**src/hw/pfpe_consts.svh**
```systemverilog
// Purpose: Offsets, step values, limits and codes of the format engine
// Assumes: Included by every design file that needs a number
// Notes:   Definitions only
`ifndef PFPE_CONSTS_SVH
`define PFPE_CONSTS_SVH

// ***********************************
// Register byte offsets
// ***********************************
`define PFPE_OFS_CMD        12'h000
`define PFPE_OFS_POS        12'h004
`define PFPE_OFS_FMT        12'h008
`define PFPE_OFS_DERIV      12'h00C
`define PFPE_OFS_STAT       12'h010
`define PFPE_OFS_WHEEL      12'h014

// ***********************************
// Command opcodes, CMD[7:0]
// ***********************************
`define PFPE_OP_PRINT       8'h01
`define PFPE_OP_SPACE       8'h02
`define PFPE_OP_BACKSPACE   8'h03
`define PFPE_OP_RETURN      8'h04
`define PFPE_OP_LINEFEED    8'h05
`define PFPE_OP_REV_LF      8'h06
`define PFPE_OP_SET_HSTEP   8'h07
`define PFPE_OP_SET_VSTEP   8'h08
`define PFPE_OP_SET_PAGE    8'h09
`define PFPE_OP_RESTORE_SW  8'h0A
`define PFPE_OP_ENTER_PROP  8'h0B
`define PFPE_OP_EXIT_PROP   8'h0C

// ***********************************
// Pitch switch codes and step values
// ***********************************
`define PFPE_SW_10CPI       2'h0
`define PFPE_SW_12CPI       2'h1
`define PFPE_SW_15CPI       2'h2
`define PFPE_SW_PROP        2'h3
`define PFPE_HSTEP_10CPI    7'h0C
`define PFPE_HSTEP_12CPI    7'h0A
`define PFPE_HSTEP_15CPI    7'h08
`define PFPE_VSTEP_RST      7'h08
`define PFPE_PAGE_RST       7'h42

// ***********************************
// Limits
// ***********************************
`define PFPE_STEP_MAX       7'h7D
`define PFPE_PAGE_MAX       7'h7E
`define PFPE_HPOS_MAX       12'h624
`define PFPE_VPOS_MAX       15'h3D86
`define PFPE_PROP_SPACE     8'h0A
`define PFPE_DIGIT_UNIT     7'h05
`define PFPE_CHAR_BASE      7'h20
`define PFPE_WHEEL_CHARS    96

`endif

```
**src/hw/pfpe_pkg.sv**
```systemverilog
// Purpose: Types shared by the format engine files
// Assumes: Numbers live in pfpe_consts.svh
// Notes:   None
package pfpe_pkg;

  typedef enum logic [1:0] {
    PFPE_IDLE,
    PFPE_PRE_MOVE,
    PFPE_STRIKE,
    PFPE_POST_MOVE
  } pfpe_state_type;

  typedef logic [6:0] pfpe_unit_type;

endpackage : pfpe_pkg

```
**src/hw/pfpe_wheel_table.sv**
```systemverilog
// Purpose: Proportional unit table per print wheel, with download
// Assumes: Index is character code minus space, 0..95
// Notes:   Downloaded table replaces both built-in tables once loaded
`timescale 1ns/1ps
`include "pfpe_consts.svh"

module pfpe_wheel_table (
  input  wire logic                   pclk,
  input  wire logic                   presetn,
  input  wire logic                   wheel_metal,
  input  wire logic                   dl_we,
  input  wire logic [6:0]             dl_idx,
  input  wire pfpe_pkg::pfpe_unit_type dl_val,
  input  wire logic [6:0]             rd_idx,
  output pfpe_pkg::pfpe_unit_type     rd_unit
);
  import pfpe_pkg::*;

  typedef struct packed {
    logic                                    loaded;
    logic [`PFPE_WHEEL_CHARS-1:0][6:0]       ram;
  } pfpe_tbl_type;

  pfpe_tbl_type q;
  pfpe_tbl_type d;

  // Built-in unit values; digits share one width
  function automatic pfpe_unit_type builtin(input logic [6:0] idx,
                                            input logic       metal);
    logic [6:0] c;
    c = idx + `PFPE_CHAR_BASE;
    if (c >= 7'h30 && c <= 7'h39) begin
      builtin = `PFPE_DIGIT_UNIT;
    end else if (!metal) begin
      builtin = 7'h06;
    end else if (c >= 7'h41 && c <= 7'h5A) begin
      builtin = 7'h06;
    end else if (c >= 7'h61 && c <= 7'h7A) begin
      builtin = 7'h04;
    end else begin
      builtin = 7'h03;
    end
  endfunction : builtin

  always_comb begin
    d = q;
    if (dl_we && dl_idx < 7'(`PFPE_WHEEL_CHARS)) begin
      d.ram[dl_idx] = dl_val;
      d.loaded      = 1'b1;
    end
  end

  always_ff @(posedge pclk or negedge presetn) begin
    if (!presetn) begin
      q <= '0;
    end else begin
      q <= d;
    end
  end

  assign rd_unit = (q.loaded && rd_idx < 7'(`PFPE_WHEEL_CHARS)) ?
                   q.ram[rd_idx] : builtin(rd_idx, wheel_metal);
endmodule : pfpe_wheel_table

```
**src/hw/pfpe_engine.sv**
```systemverilog
// Purpose: Print format and position engine behind an APB slave
// Assumes: pclk 250 MHz; panel pins asynchronous; host bytes decoded
// Notes:   Commands are APB writes to CMD; pready stalls CMD writes while busy
//
// The APB register port and the placing of the registers were chosen for this implementation.
`timescale 1ns/1ps
`include "pfpe_consts.svh"

module pfpe_engine (
  input  wire logic        pclk,
  input  wire logic        presetn,
  input  wire logic        psel,
  input  wire logic        penable,
  input  wire logic        pwrite,
  input  wire logic [11:0] paddr,
  input  wire logic [31:0] pwdata,
  output logic      [31:0] prdata,
  output logic             pready,
  output logic             pslverr,
  input  wire logic [1:0]  pitch_switch,
  input  wire logic        wrap_return_inhibit_jumper,
  input  wire logic        wheel_metal,
  output logic             print_strobe,
  output logic      [6:0]  print_code,
  output logic      [6:0]  ribbon_advance,
  output logic             auto_return
);
  import pfpe_pkg::*;

  typedef struct packed {
    pfpe_state_type st;
    logic [10:0]    hpos;
    logic [13:0]    vpos;
    logic [6:0]     hstep;
    logic [6:0]     vstep;
    logic [6:0]     page_len;
    logic           remote_hmi;
    logic           prop_ovr;
    logic           prop_cmd;
    logic [6:0]     ch;
    logic [7:0]     last_w;
    logic [10:0]    print_pos;
    logic [13:0]    line_num;
    logic [1:0]     sw_a;
    logic [1:0]     sw_b;
    logic           jmp_a;
    logic           jmp_b;
    logic           whl_a;
    logic           whl_b;
    logic           dl_we;
    logic [6:0]     dl_idx;
    logic [6:0]     dl_val;
    logic [31:0]    prdata;
    logic           pready;
    logic           pslverr;
    logic           strobe;
    logic [6:0]     code;
    logic [6:0]     ribbon;
    logic           wrap;
  } pfpe_eng_type;

  pfpe_eng_type  q;
  pfpe_eng_type  d;
  pfpe_unit_type unit;

  // ***********************************
  // Helper functions
  // ***********************************
  function automatic logic [6:0] sw_step(input logic [1:0] sw);
    case (sw)
      `PFPE_SW_10CPI: sw_step = `PFPE_HSTEP_10CPI;
      `PFPE_SW_15CPI: sw_step = `PFPE_HSTEP_15CPI;
      default:        sw_step = `PFPE_HSTEP_12CPI;
    endcase
  endfunction : sw_step

  // Quotient plus one; a zero step yields position one
  function automatic logic [13:0] div_one(input logic [13:0] n,
                                          input logic [6:0]  s);
    if (s == 7'h00) begin
      div_one = 14'h0001;
    end else begin
      div_one = 14'(n / 14'(s)) + 14'h0001;
    end
  endfunction : div_one

  // Forward carriage move, bit 11 flags an automatic return
  function automatic logic [11:0] h_fwd(input logic [10:0] p,
                                        input logic [7:0]  amt,
                                        input logic        inhibit);
    logic [11:0] s;
    s = {1'b0, p} + {4'h0, amt};
    if (s > `PFPE_HPOS_MAX) begin
      if (inhibit) begin
        h_fwd = `PFPE_HPOS_MAX;
      end else begin
        h_fwd = 12'h800;
      end
    end else begin
      h_fwd = s;
    end
  endfunction : h_fwd

  function automatic logic [10:0] h_back(input logic [10:0] p,
                                         input logic [7:0]  amt);
    if ({3'h0, amt} > p) begin
      h_back = 11'h000;
    end else begin
      h_back = p - {3'h0, amt};
    end
  endfunction : h_back

  pfpe_wheel_table u_table (
    .pclk        (pclk),
    .presetn     (presetn),
    .wheel_metal (q.whl_b),
    .dl_we       (q.dl_we),
    .dl_idx      (q.dl_idx),
    .dl_val      (q.dl_val),
    .rd_idx      (q.ch - `PFPE_CHAR_BASE),
    .rd_unit     (unit)
  );

  // ***********************************
  // Next state
  // ***********************************
  always_comb begin
    logic        prop;
    logic        acc;
    logic        wr;
    logic [7:0]  op;
    logic [7:0]  prm;
    logic [11:0] fw;
    logic [14:0] vs;
    d      = q;
    prop   = 1'b0;
    acc    = 1'b0;
    wr     = 1'b0;
    op     = pwdata[7:0];
    prm    = pwdata[15:8];
    fw     = 12'h000;
    vs     = 15'h0000;
    d.sw_a   = pitch_switch;
    d.sw_b   = q.sw_a;
    d.jmp_a  = wrap_return_inhibit_jumper;
    d.jmp_b  = q.jmp_a;
    d.whl_a  = wheel_metal;
    d.whl_b  = q.whl_a;
    d.strobe = 1'b0;
    d.wrap   = 1'b0;
    d.dl_we  = 1'b0;
    d.pready = 1'b0;
    d.pslverr = 1'b0;

    // Host mode commands win; switches count only without host step
    if (q.prop_ovr) begin
      prop = q.prop_cmd;
    end else begin
      prop = !q.remote_hmi && q.sw_b == `PFPE_SW_PROP;
    end
    if (!q.remote_hmi) begin
      d.hstep = sw_step(q.sw_b);
    end

    d.print_pos = 11'(div_one({3'h0, q.hpos}, q.hstep));
    d.line_num  = div_one(q.vpos, q.vstep);

    // ***********************************
    // Character sequencer
    // ***********************************
    case (q.st)
      PFPE_PRE_MOVE: begin
        fw     = h_fwd(q.hpos, {1'b0, unit}, q.jmp_b);
        d.hpos = fw[10:0];
        d.wrap = fw[11];
        d.st   = PFPE_STRIKE;
      end
      PFPE_STRIKE: begin
        d.strobe = 1'b1;
        d.code   = q.ch;
        if (prop) begin
          d.ribbon = unit;
          d.st     = PFPE_POST_MOVE;
        end else begin
          d.ribbon = (q.ch == 7'h20) ? 7'h00 : 7'h06;
          fw       = h_fwd(q.hpos, {1'b0, q.hstep}, q.jmp_b);
          d.hpos   = fw[10:0];
          d.wrap   = fw[11];
          d.last_w = {1'b0, q.hstep};
          d.st     = PFPE_IDLE;
        end
      end
      PFPE_POST_MOVE: begin
        fw       = h_fwd(q.hpos, {1'b0, unit}, q.jmp_b);
        d.hpos   = fw[10:0];
        d.wrap   = fw[11];
        d.last_w = {unit, 1'b0};
        d.st     = PFPE_IDLE;
      end
      default: begin
        d.st = PFPE_IDLE;
      end
    endcase

    // ***********************************
    // APB slave, registered pready, at least one wait state per access
    // ***********************************
    if (psel && penable && !q.pready) begin
      if (!pwrite || paddr != `PFPE_OFS_CMD || q.st == PFPE_IDLE) begin
        d.pready = 1'b1;
      end
      d.prdata = 32'h0000_0000;
      if (paddr == `PFPE_OFS_CMD || paddr == `PFPE_OFS_WHEEL) begin
        d.prdata = 32'h0000_0000;
      end else if (paddr == `PFPE_OFS_POS) begin
        d.prdata = {2'h0, q.vpos, 5'h00, q.hpos};
      end else if (paddr == `PFPE_OFS_FMT) begin
        d.prdata = {9'h000, q.page_len, 1'b0, q.vstep, 1'b0, q.hstep};
      end else if (paddr == `PFPE_OFS_DERIV) begin
        d.prdata = {2'h0, q.line_num, 5'h00, q.print_pos};
      end else if (paddr == `PFPE_OFS_STAT) begin
        d.prdata = {28'h000_0000, q.st != PFPE_IDLE, prop,
                    q.remote_hmi, q.prop_ovr};
      end else begin
        d.pslverr = 1'b1;
      end
    end
    acc = psel && penable && q.pready;
    wr  = acc && pwrite;

    if (wr && paddr == `PFPE_OFS_WHEEL) begin
      d.dl_we  = 1'b1;
      d.dl_idx = pwdata[6:0];
      d.dl_val = pwdata[14:8];
    end

    // ***********************************
    // Command execution
    // ***********************************
    if (wr && paddr == `PFPE_OFS_CMD) begin
      case (op)
        `PFPE_OP_PRINT: begin
          d.ch = prm[6:0];
          if (prop) begin
            d.st = PFPE_PRE_MOVE;
          end else begin
            d.st = PFPE_STRIKE;
          end
        end
        `PFPE_OP_SPACE: begin
          if (prop) begin
            fw       = h_fwd(q.hpos, `PFPE_PROP_SPACE, q.jmp_b);
            d.last_w = `PFPE_PROP_SPACE;
          end else begin
            fw       = h_fwd(q.hpos, {1'b0, q.hstep}, q.jmp_b);
            d.last_w = {1'b0, q.hstep};
          end
          d.hpos = fw[10:0];
          d.wrap = fw[11];
        end
        `PFPE_OP_BACKSPACE: begin
          if (prop) begin
            d.hpos = h_back(q.hpos, q.last_w);
          end else begin
            d.hpos = h_back(q.hpos, {1'b0, q.hstep});
          end
        end
        `PFPE_OP_RETURN: begin
          d.hpos = 11'h000;
        end
        `PFPE_OP_LINEFEED: begin
          vs = {1'b0, q.vpos} + {8'h00, q.vstep};
          if (vs > `PFPE_VPOS_MAX) begin
            d.vpos = 14'(`PFPE_VPOS_MAX);
          end else begin
            d.vpos = vs[13:0];
          end
        end
        `PFPE_OP_REV_LF: begin
          if ({7'h00, q.vstep} > q.vpos) begin
            d.vpos = 14'h0000;
          end else begin
            d.vpos = q.vpos - {7'h00, q.vstep};
          end
        end
        `PFPE_OP_SET_HSTEP: begin
          if (prm != 8'h00 && prm <= {1'b0, `PFPE_STEP_MAX} + 8'h01) begin
            d.hstep      = 7'(prm - 8'h01);
            d.remote_hmi = 1'b1;
          end
        end
        `PFPE_OP_SET_VSTEP: begin
          if (prm != 8'h00 && prm <= {1'b0, `PFPE_STEP_MAX} + 8'h01) begin
            d.vstep = 7'(prm - 8'h01);
          end
        end
        `PFPE_OP_SET_PAGE: begin
          if (prm != 8'h00 && prm <= {1'b0, `PFPE_PAGE_MAX}) begin
            d.page_len = prm[6:0];
          end
        end
        `PFPE_OP_RESTORE_SW: begin
          d.remote_hmi = 1'b0;
          d.prop_ovr   = 1'b0;
        end
        `PFPE_OP_ENTER_PROP: begin
          d.prop_ovr = 1'b1;
          d.prop_cmd = 1'b1;
        end
        `PFPE_OP_EXIT_PROP: begin
          d.prop_ovr = 1'b1;
          d.prop_cmd = 1'b0;
        end
        default: begin
          d.pslverr = 1'b0;
        end
      endcase
    end
  end

  // ***********************************
  // State register
  // ***********************************
  always_ff @(posedge pclk or negedge presetn) begin
    if (!presetn) begin
      q          <= '0;
      q.hstep    <= `PFPE_HSTEP_10CPI;
      q.vstep    <= `PFPE_VSTEP_RST;
      q.page_len <= `PFPE_PAGE_RST;
      q.print_pos <= 11'h001;
      q.line_num <= 14'h0001;
    end else begin
      q <= d;
    end
  end

  assign prdata         = q.prdata;
  assign pready         = q.pready;
  assign pslverr        = q.pslverr;
  assign print_strobe   = q.strobe;
  assign print_code     = q.code;
  assign ribbon_advance = q.ribbon;
  assign auto_return    = q.wrap;
endmodule : pfpe_engine

```
**config.mk**
```make
export PLATFORM = sky130hd
export DESIGN_NAME = pfpe_engine
export DESIGN_NICKNAME = d
export VERILOG_FILES = /design/src/hw/pfpe_pkg.sv /design/src/hw/pfpe_wheel_table.sv /design/src/hw/pfpe_engine.sv
export VERILOG_INCLUDE_DIRS = /design/src /design/src/hw
export SDC_FILE = /design/constraint.sdc
export NUM_CORES = 2
export LEC_CHECK = 0
export BUFFER_PORTS_ARGS = -buffer_cell sky130_fd_sc_hd__buf_2
export CORE_MARGIN = 2
export CORE_UTILIZATION = 60
export DETAILED_ROUTE_END_ITERATION = 16
export PLACE_DENSITY = 0.87
export SLEW_MARGIN = 20
export SYNTH_ARGS = -nofsm -noshare
export SYNTH_HDL_FRONTEND = slang
export SYNTH_SLANG_ARGS = --single-unit
```
**constraint.sdc**
```tcl
create_clock -name pclk -period 65.7 [get_ports pclk]
set_input_delay 13.14 -clock pclk [delete_from_list [all_inputs] [get_ports pclk]]
set_output_delay 13.14 -clock pclk [all_outputs]
set_load 0.02 [all_outputs]
```
# Yosys cells after proc, flatten, opt, wreduce, memory -nomap -nowiden
# Index checks and enable logic that the tools add are counted.
# W data, S select, Z words.
dict set report word_totals {
  register_bits 835
  latch_bits 0
  ram_bits 0
  mem_bits_ro 0
  wordCells 296
  memories 0
}
dict set report classes {
  addsub 12
  mul 0
  div_mod_pow 2
  magnitude_cmp 19
  eq_ne 24
  shift 0
  n_mux 71
  bitwise_logic 0
  n_reduce_logical 42
}
# op count
set op_table {}
lappend op_table {{$bwmux W672} 1}
lappend op_table {{$mux W30} 4}
lappend op_table {{$mux W7} 16}
lappend op_table {{$mux W66} 1}
lappend op_table {{$mux W12} 5}
lappend op_table {{$mux W11} 5}
lappend op_table {{$bmux W7 S7} 1}
lappend op_table {{$demux W7 S7} 1}
lappend op_table {{$mux W14} 3}
lappend op_table {{$eq A8 B4 Y1 const B} 5}
lappend op_table {{$gt A12 B11 Y1 const B} 3}
lappend op_table {{$pmux W11 S3} 1}
lappend op_table {{$eq A8 B3 Y1 const B} 4}
lappend op_table {{$mux W15} 2}
lappend op_table {{$pmux W14 S2} 1}
lappend op_table {{$add A11 B7 Y12} 2}
lappend op_table {{$eq A12 B4 Y1 const B} 2}
lappend op_table {{$eq A12 B5 Y1 const B} 2}
lappend op_table {{$pmux W11 S2} 1}
lappend op_table {{$eq A8 B2 Y1 const B} 2}
lappend op_table {{$lt A7 B8 Y1 const B} 2}
lappend op_table {{$mux W8} 2}
lappend op_table {{$pmux W8 S2} 1}
lappend op_table {{$add A14 B7 Y15} 1}
lappend op_table {{48 further kinds} 102}

# Logic depth before layout (Yosys ltp)
dict set report depth {
  depth_word 15
  ltp_mapped 130
}

# Hierarchy
# A second synthesis with hierarchy kept.
dict set report hier_totals {
  hier_cells 4587
  area_unflattened_um2 50432.1
}
# module n_inst cells_each area_each_um2 seq_area_each_um2
set modules_own_cells {}
lappend modules_own_cells {pfpe_wheel_table 1 2276 31550.3 16841.2}
lappend modules_own_cells {pfpe_engine 1 2311 18881.9 4037.6}

# Worst setup path before layout
# Ideal clock, no wire load.
dict set report synth_path {
  path_type {register to register}
  start {register q[128] (netlist bit)}
  end {register q[81] (netlist bit)}
  setup_time_ns 0.151
  arrival_ns 24.543
  path_slack_ns 41.006
  path_stages_with_launch 124
  synth_period_minus_slack_ns 24.694
  cell_sequence {dfrtp_1 > buf_2 > nor4_2 > nand2_1 > nor2_1 > a21oi_1 > a21oi_1 > ha_1 > or3_1 > a311o_1 > o211a_1 > ha_1 > or2_2 > o221ai_1 > nor3_1 > or2_2 > ha_1 > a21oi_1 > [... 88 more ...] > a21oi_1 > ha_1 > o21ai_0 > nand2b_1 > a21o_1 > a21oi_1 > nor2b_1 > o21ai_0 > nand2b_1 > a21oi_1 > nand2_1 > a211o_1 > nand2b_1 > ha_1 > and2_1 > nand3_1 > xnor2_1 > nor2_1}
}
# element line
set synth_rtl {}
lappend synth_rtl {{start: declaration} pfpe_engine.sv:62} ;# pfpe_eng_type q;

==> results.md <==
* Status: complete, no violations
* Clock transition at path regs at 0.06 ns
* Worst path max stage delay at a little under 0.8 ns
* Yosys Warn Count at 0
* Sequential share of the synthesized area at 0.418
* Die Ht at 293 microns
* Final hold viol count at 0
* Clk sinks at about 830
* Drc violations at 0
* CTS tree: built
* Switching portion of total power at 0.232
* Initial drt markers at 4,410
* Seq pwr share at 0.470
* Seq cells post-synth at 834
* Number of synthesized flops with an enable pin at 0
* CTS H-tree depth at 3
* RSZ-0062 raised after global routing: false
* Initial antenna violation count at 13
* Met1 Track Usage GR at 0.425
* # port buffers at 83
* Clk root buf: clkbuf_16
* Largest vdd supply drop at about 0.020 mV
* Final nets at 4,545
* Reg2reg path depth at 119
* Max_cap viols at 0
* Drt wl/cell at 25.9 microns
* Internal at 842 uW
* Worst Setup SP: q[125]
* Clk_lat worst skew at 0.66 ns
* Share of layout cells above drive strength 1 at 0.301
* Hold_sp: d[70]
* Slew at the pin closest to its max-slew limit at about 1.1 ns
* Post-CTS Setup Repair Bufs at 0
* Number of global-route vias before repair at 38,300
* WP data required at 66.14 ns
* # IOs at 103
* Post-CTS sizing at 0
* Final instance area at 54,100 sq um
* Setup WS post-layout at 35.31 ns
* First-pass detailed-route iteration total at 7
* Pwr per Cell Area at roughly 20 nW/um^2
* GR Util met2 at 0.526
* Hold WC Path Type: flop to flop
* Std-Cell Core Area at 82,200 sq um
* Vias at approximately 38,000
* Via density at 7.01
* WP data arrival at 30.83 ns
* Grt total ovfl at 0
* Netlist cell types at 103
* Final GP Congestion at 0.961
* Async SR Flop Fraction at 1.00
* Crit path top cell by count: o21a_1
* Site Rows at 105
* Worst reg2reg setup slack at 35.31 ns
* Layout area overhead at 8.22%
* Setup slack at placement at 36.24 ns
* Synthesized instance count at 4,349
* Initial core utilization at 0.608
* Crit share post-route at 0.463
* M3 GR Usage at 0.0717
* Die width at 293 microns
* Total GRT Usage at 0.328
* # hold bufs at CTS at 0
* Bufs on Longest Clock Path at 3
* Die ar. at about 86,000 sq um
* Critical Path Start Type: flop
* Post-route ant nets at 0
* Slew HR at 0.237
* Hold path depth at 0
* WL final at 141,000 microns
* Final Skew at 0.0383 ns
* Worst setup EP type: flop
* Final Max Tran Viols at 0
* Worst R2R End: q[85]
* Setup-failing EPs final at 0
* LEAKAGE at 0.0249 uW
* Critical path peak fanout at 17
* Post-Route Setup TNS at 0 ns
* Kind of critical path: flop to flop
* Pwr Total at 1100 uW
* Gr busiest metal: met2
* Largest net degree at the start of global routing at 165
* Hold path endpoint: q[70]
* Fmax at 32.9 MHz
* First-pass GRT wire length at 221,000 microns
* TritonCTS Buffers at 84
* Worst-path cell with the longest stage delay: a31oi_1
* Hold WS at 0.349 ns
* R2r startpoint: q[125]
* Top FF cell, synth: dfrtp_1
* Post-detailed-placement half-perimeter wirelength at 89,300 microns
* Logic pwr share at 0.046
* Mapped Avg Cell Area at 11.5 sq um
* Synth Cell Area at 50,000 sq um
* Shortest period the worst path allows at 30.39 ns
* Placed cell area at 50,900 sq um
* Net switching power at around 250 uW
* Clk pwr share at 0.483
[worst max-delay path by stage]
| stage | slack [ns] | end |
|---|---|---|
| 2_1_floorplan | 41.01 | q[81] |
| 3_3_place_gp | 36.88 | q[81] |
| 3_5_place_dp | 36.24 | q[85] |
| 4_1_cts | 36.01 | q[85] |
| 5_1_grt | 32.75 | q[83] |
| 6_report | 35.31 | q[85] |
[metrics by stage]
stage	utilization	std cells
after floorplan	-	4354
after global placement	0.619	5257
after detailed placement	0.619	5257
after CTS	0.656	5412
after global routing	0.658	5419
final	0.658	5426
[area by class of cell]
cell class	instances	area [sq um]
inverters	104	390
clock inverters	41	657
multi-input cells	3114	27500
fillers	5464	28100
repair buffers	137	900
clock buffers	114	2400
well taps	1070	1340
diodes	12	30.0
flip-flops and latches	834	20900
[cells by family (layout without fill, tap and decap cells)]
kind of cell	after synthesis	in the layout	share of synthesized area
multiplexers	964	964	0.265
AND/OR/NAND/NOR	942	942	0.0906
AO/OA/AOI/OAI	865	865	0.116
flip-flops	834	834	0.418
buffers and inverters	406	396	0.0343
adder cells (fa/ha/maj)	218	218	0.0554
XOR/XNOR	119	119	0.0209
other	1	18	0.0000750
[cells in the mapped netlist, drive strengths merged, types with 26 or more instances]
library cell | number | area share
nor2 | 221 | 0.017
dfrtp | 827 | 0.41
nor2b | 26 | 0.0033
a31oi | 26 | 0.0033
o211ai | 33 | 0.0053
ha | 211 | 0.053
mux4 | 215 | 0.097
nand3 | 62 | 0.0065
mux2i | 28 | 0.0056
buf | 81 | 0.0099
a21oi | 211 | 0.022
or3 | 28 | 0.0035
nor4 | 28 | 0.0045
or2 | 26 | 0.0033
inv | 104 | 0.0078
nor3 | 107 | 0.011
nand2b | 32 | 0.0040
o21a | 74 | 0.011
clkbuf | 221 | 0.017
o21ai | 184 | 0.018
a21o | 52 | 0.0078
nand2 | 312 | 0.023
xnor2 | 85 | 0.015
mux2 | 721 | 0.16
xor2 | 34 | 0.0060
[registers in the layout, indices dropped and copies added (netlist names)]
signal,count
pslverr,1
print_strobe,1
d,4
q,110
print_code,7
auto_return,1
ribbon_advance,7
u_table.q,673
prdata,29
pready,1
[metal layers]
| metal | vias to the layer above | part of all wire | wire, microns |
|---|---|---|---|
| met4 | 8 | 0.055 | 7690 |
| met3 | 581 | 0.10 | 14100 |
| met2 | 2278 | 0.47 | 66500 |
| li1 | 16100 | - | - |
| met1 | 19100 | 0.37 | 52200 |
| met5 | - | 0.00038 | 54 |
[placed cells by master, fill, tap and decap left out, drive strengths merged, types with 26 or more instances in the layout]
cell type | netlist | layout
nand2 | 312 | 312
nor4 | 28 | 28
nand2b | 32 | 32
xnor2 | 85 | 85
a21o | 52 | 52
o21a | 74 | 74
or2 | 26 | 26
mux4 | 215 | 215
a31oi | 26 | 26
o21ai | 184 | 184
dfrtp | 827 | 827
a21oi | 211 | 211
inv | 104 | 107
o211ai | 33 | 33
mux2 | 721 | 721
buf | 81 | 137
nor3 | 107 | 107
nor2b | 26 | 26
nand3 | 62 | 62
mux2i | 28 | 28
or3 | 28 | 28
nor2 | 221 | 221
clkbuf | 221 | 114
xor2 | 34 | 34
ha | 211 | 211
[power groups by stage]
stage / clock [uW] / combinational (uW) / sequential (uW)
finish: 530 / 50.9 / 516
global route: 552 / 58.3 / 516
CTS: 529 / 50.0 / 516
detailed placement: 0 / 49.2 / 525
global placement: 0 / 48.0 / 525
floorplan: 0 / 29.1 / 525
[worst max-delay path, delay by kind of cell (launching register included)]
kind	cells	cell delay, ns
and+or+nand+nor	38	8.90
buffers and inverters	4	0.82
DFF	1	0.57
muxes	1	0.33
xor gates and xnor gates	1	0.12
adders and majority gates	14	4.27
AOI/OAI and AO/OA	61	15.08
Power figures use the tool's default switching activity.
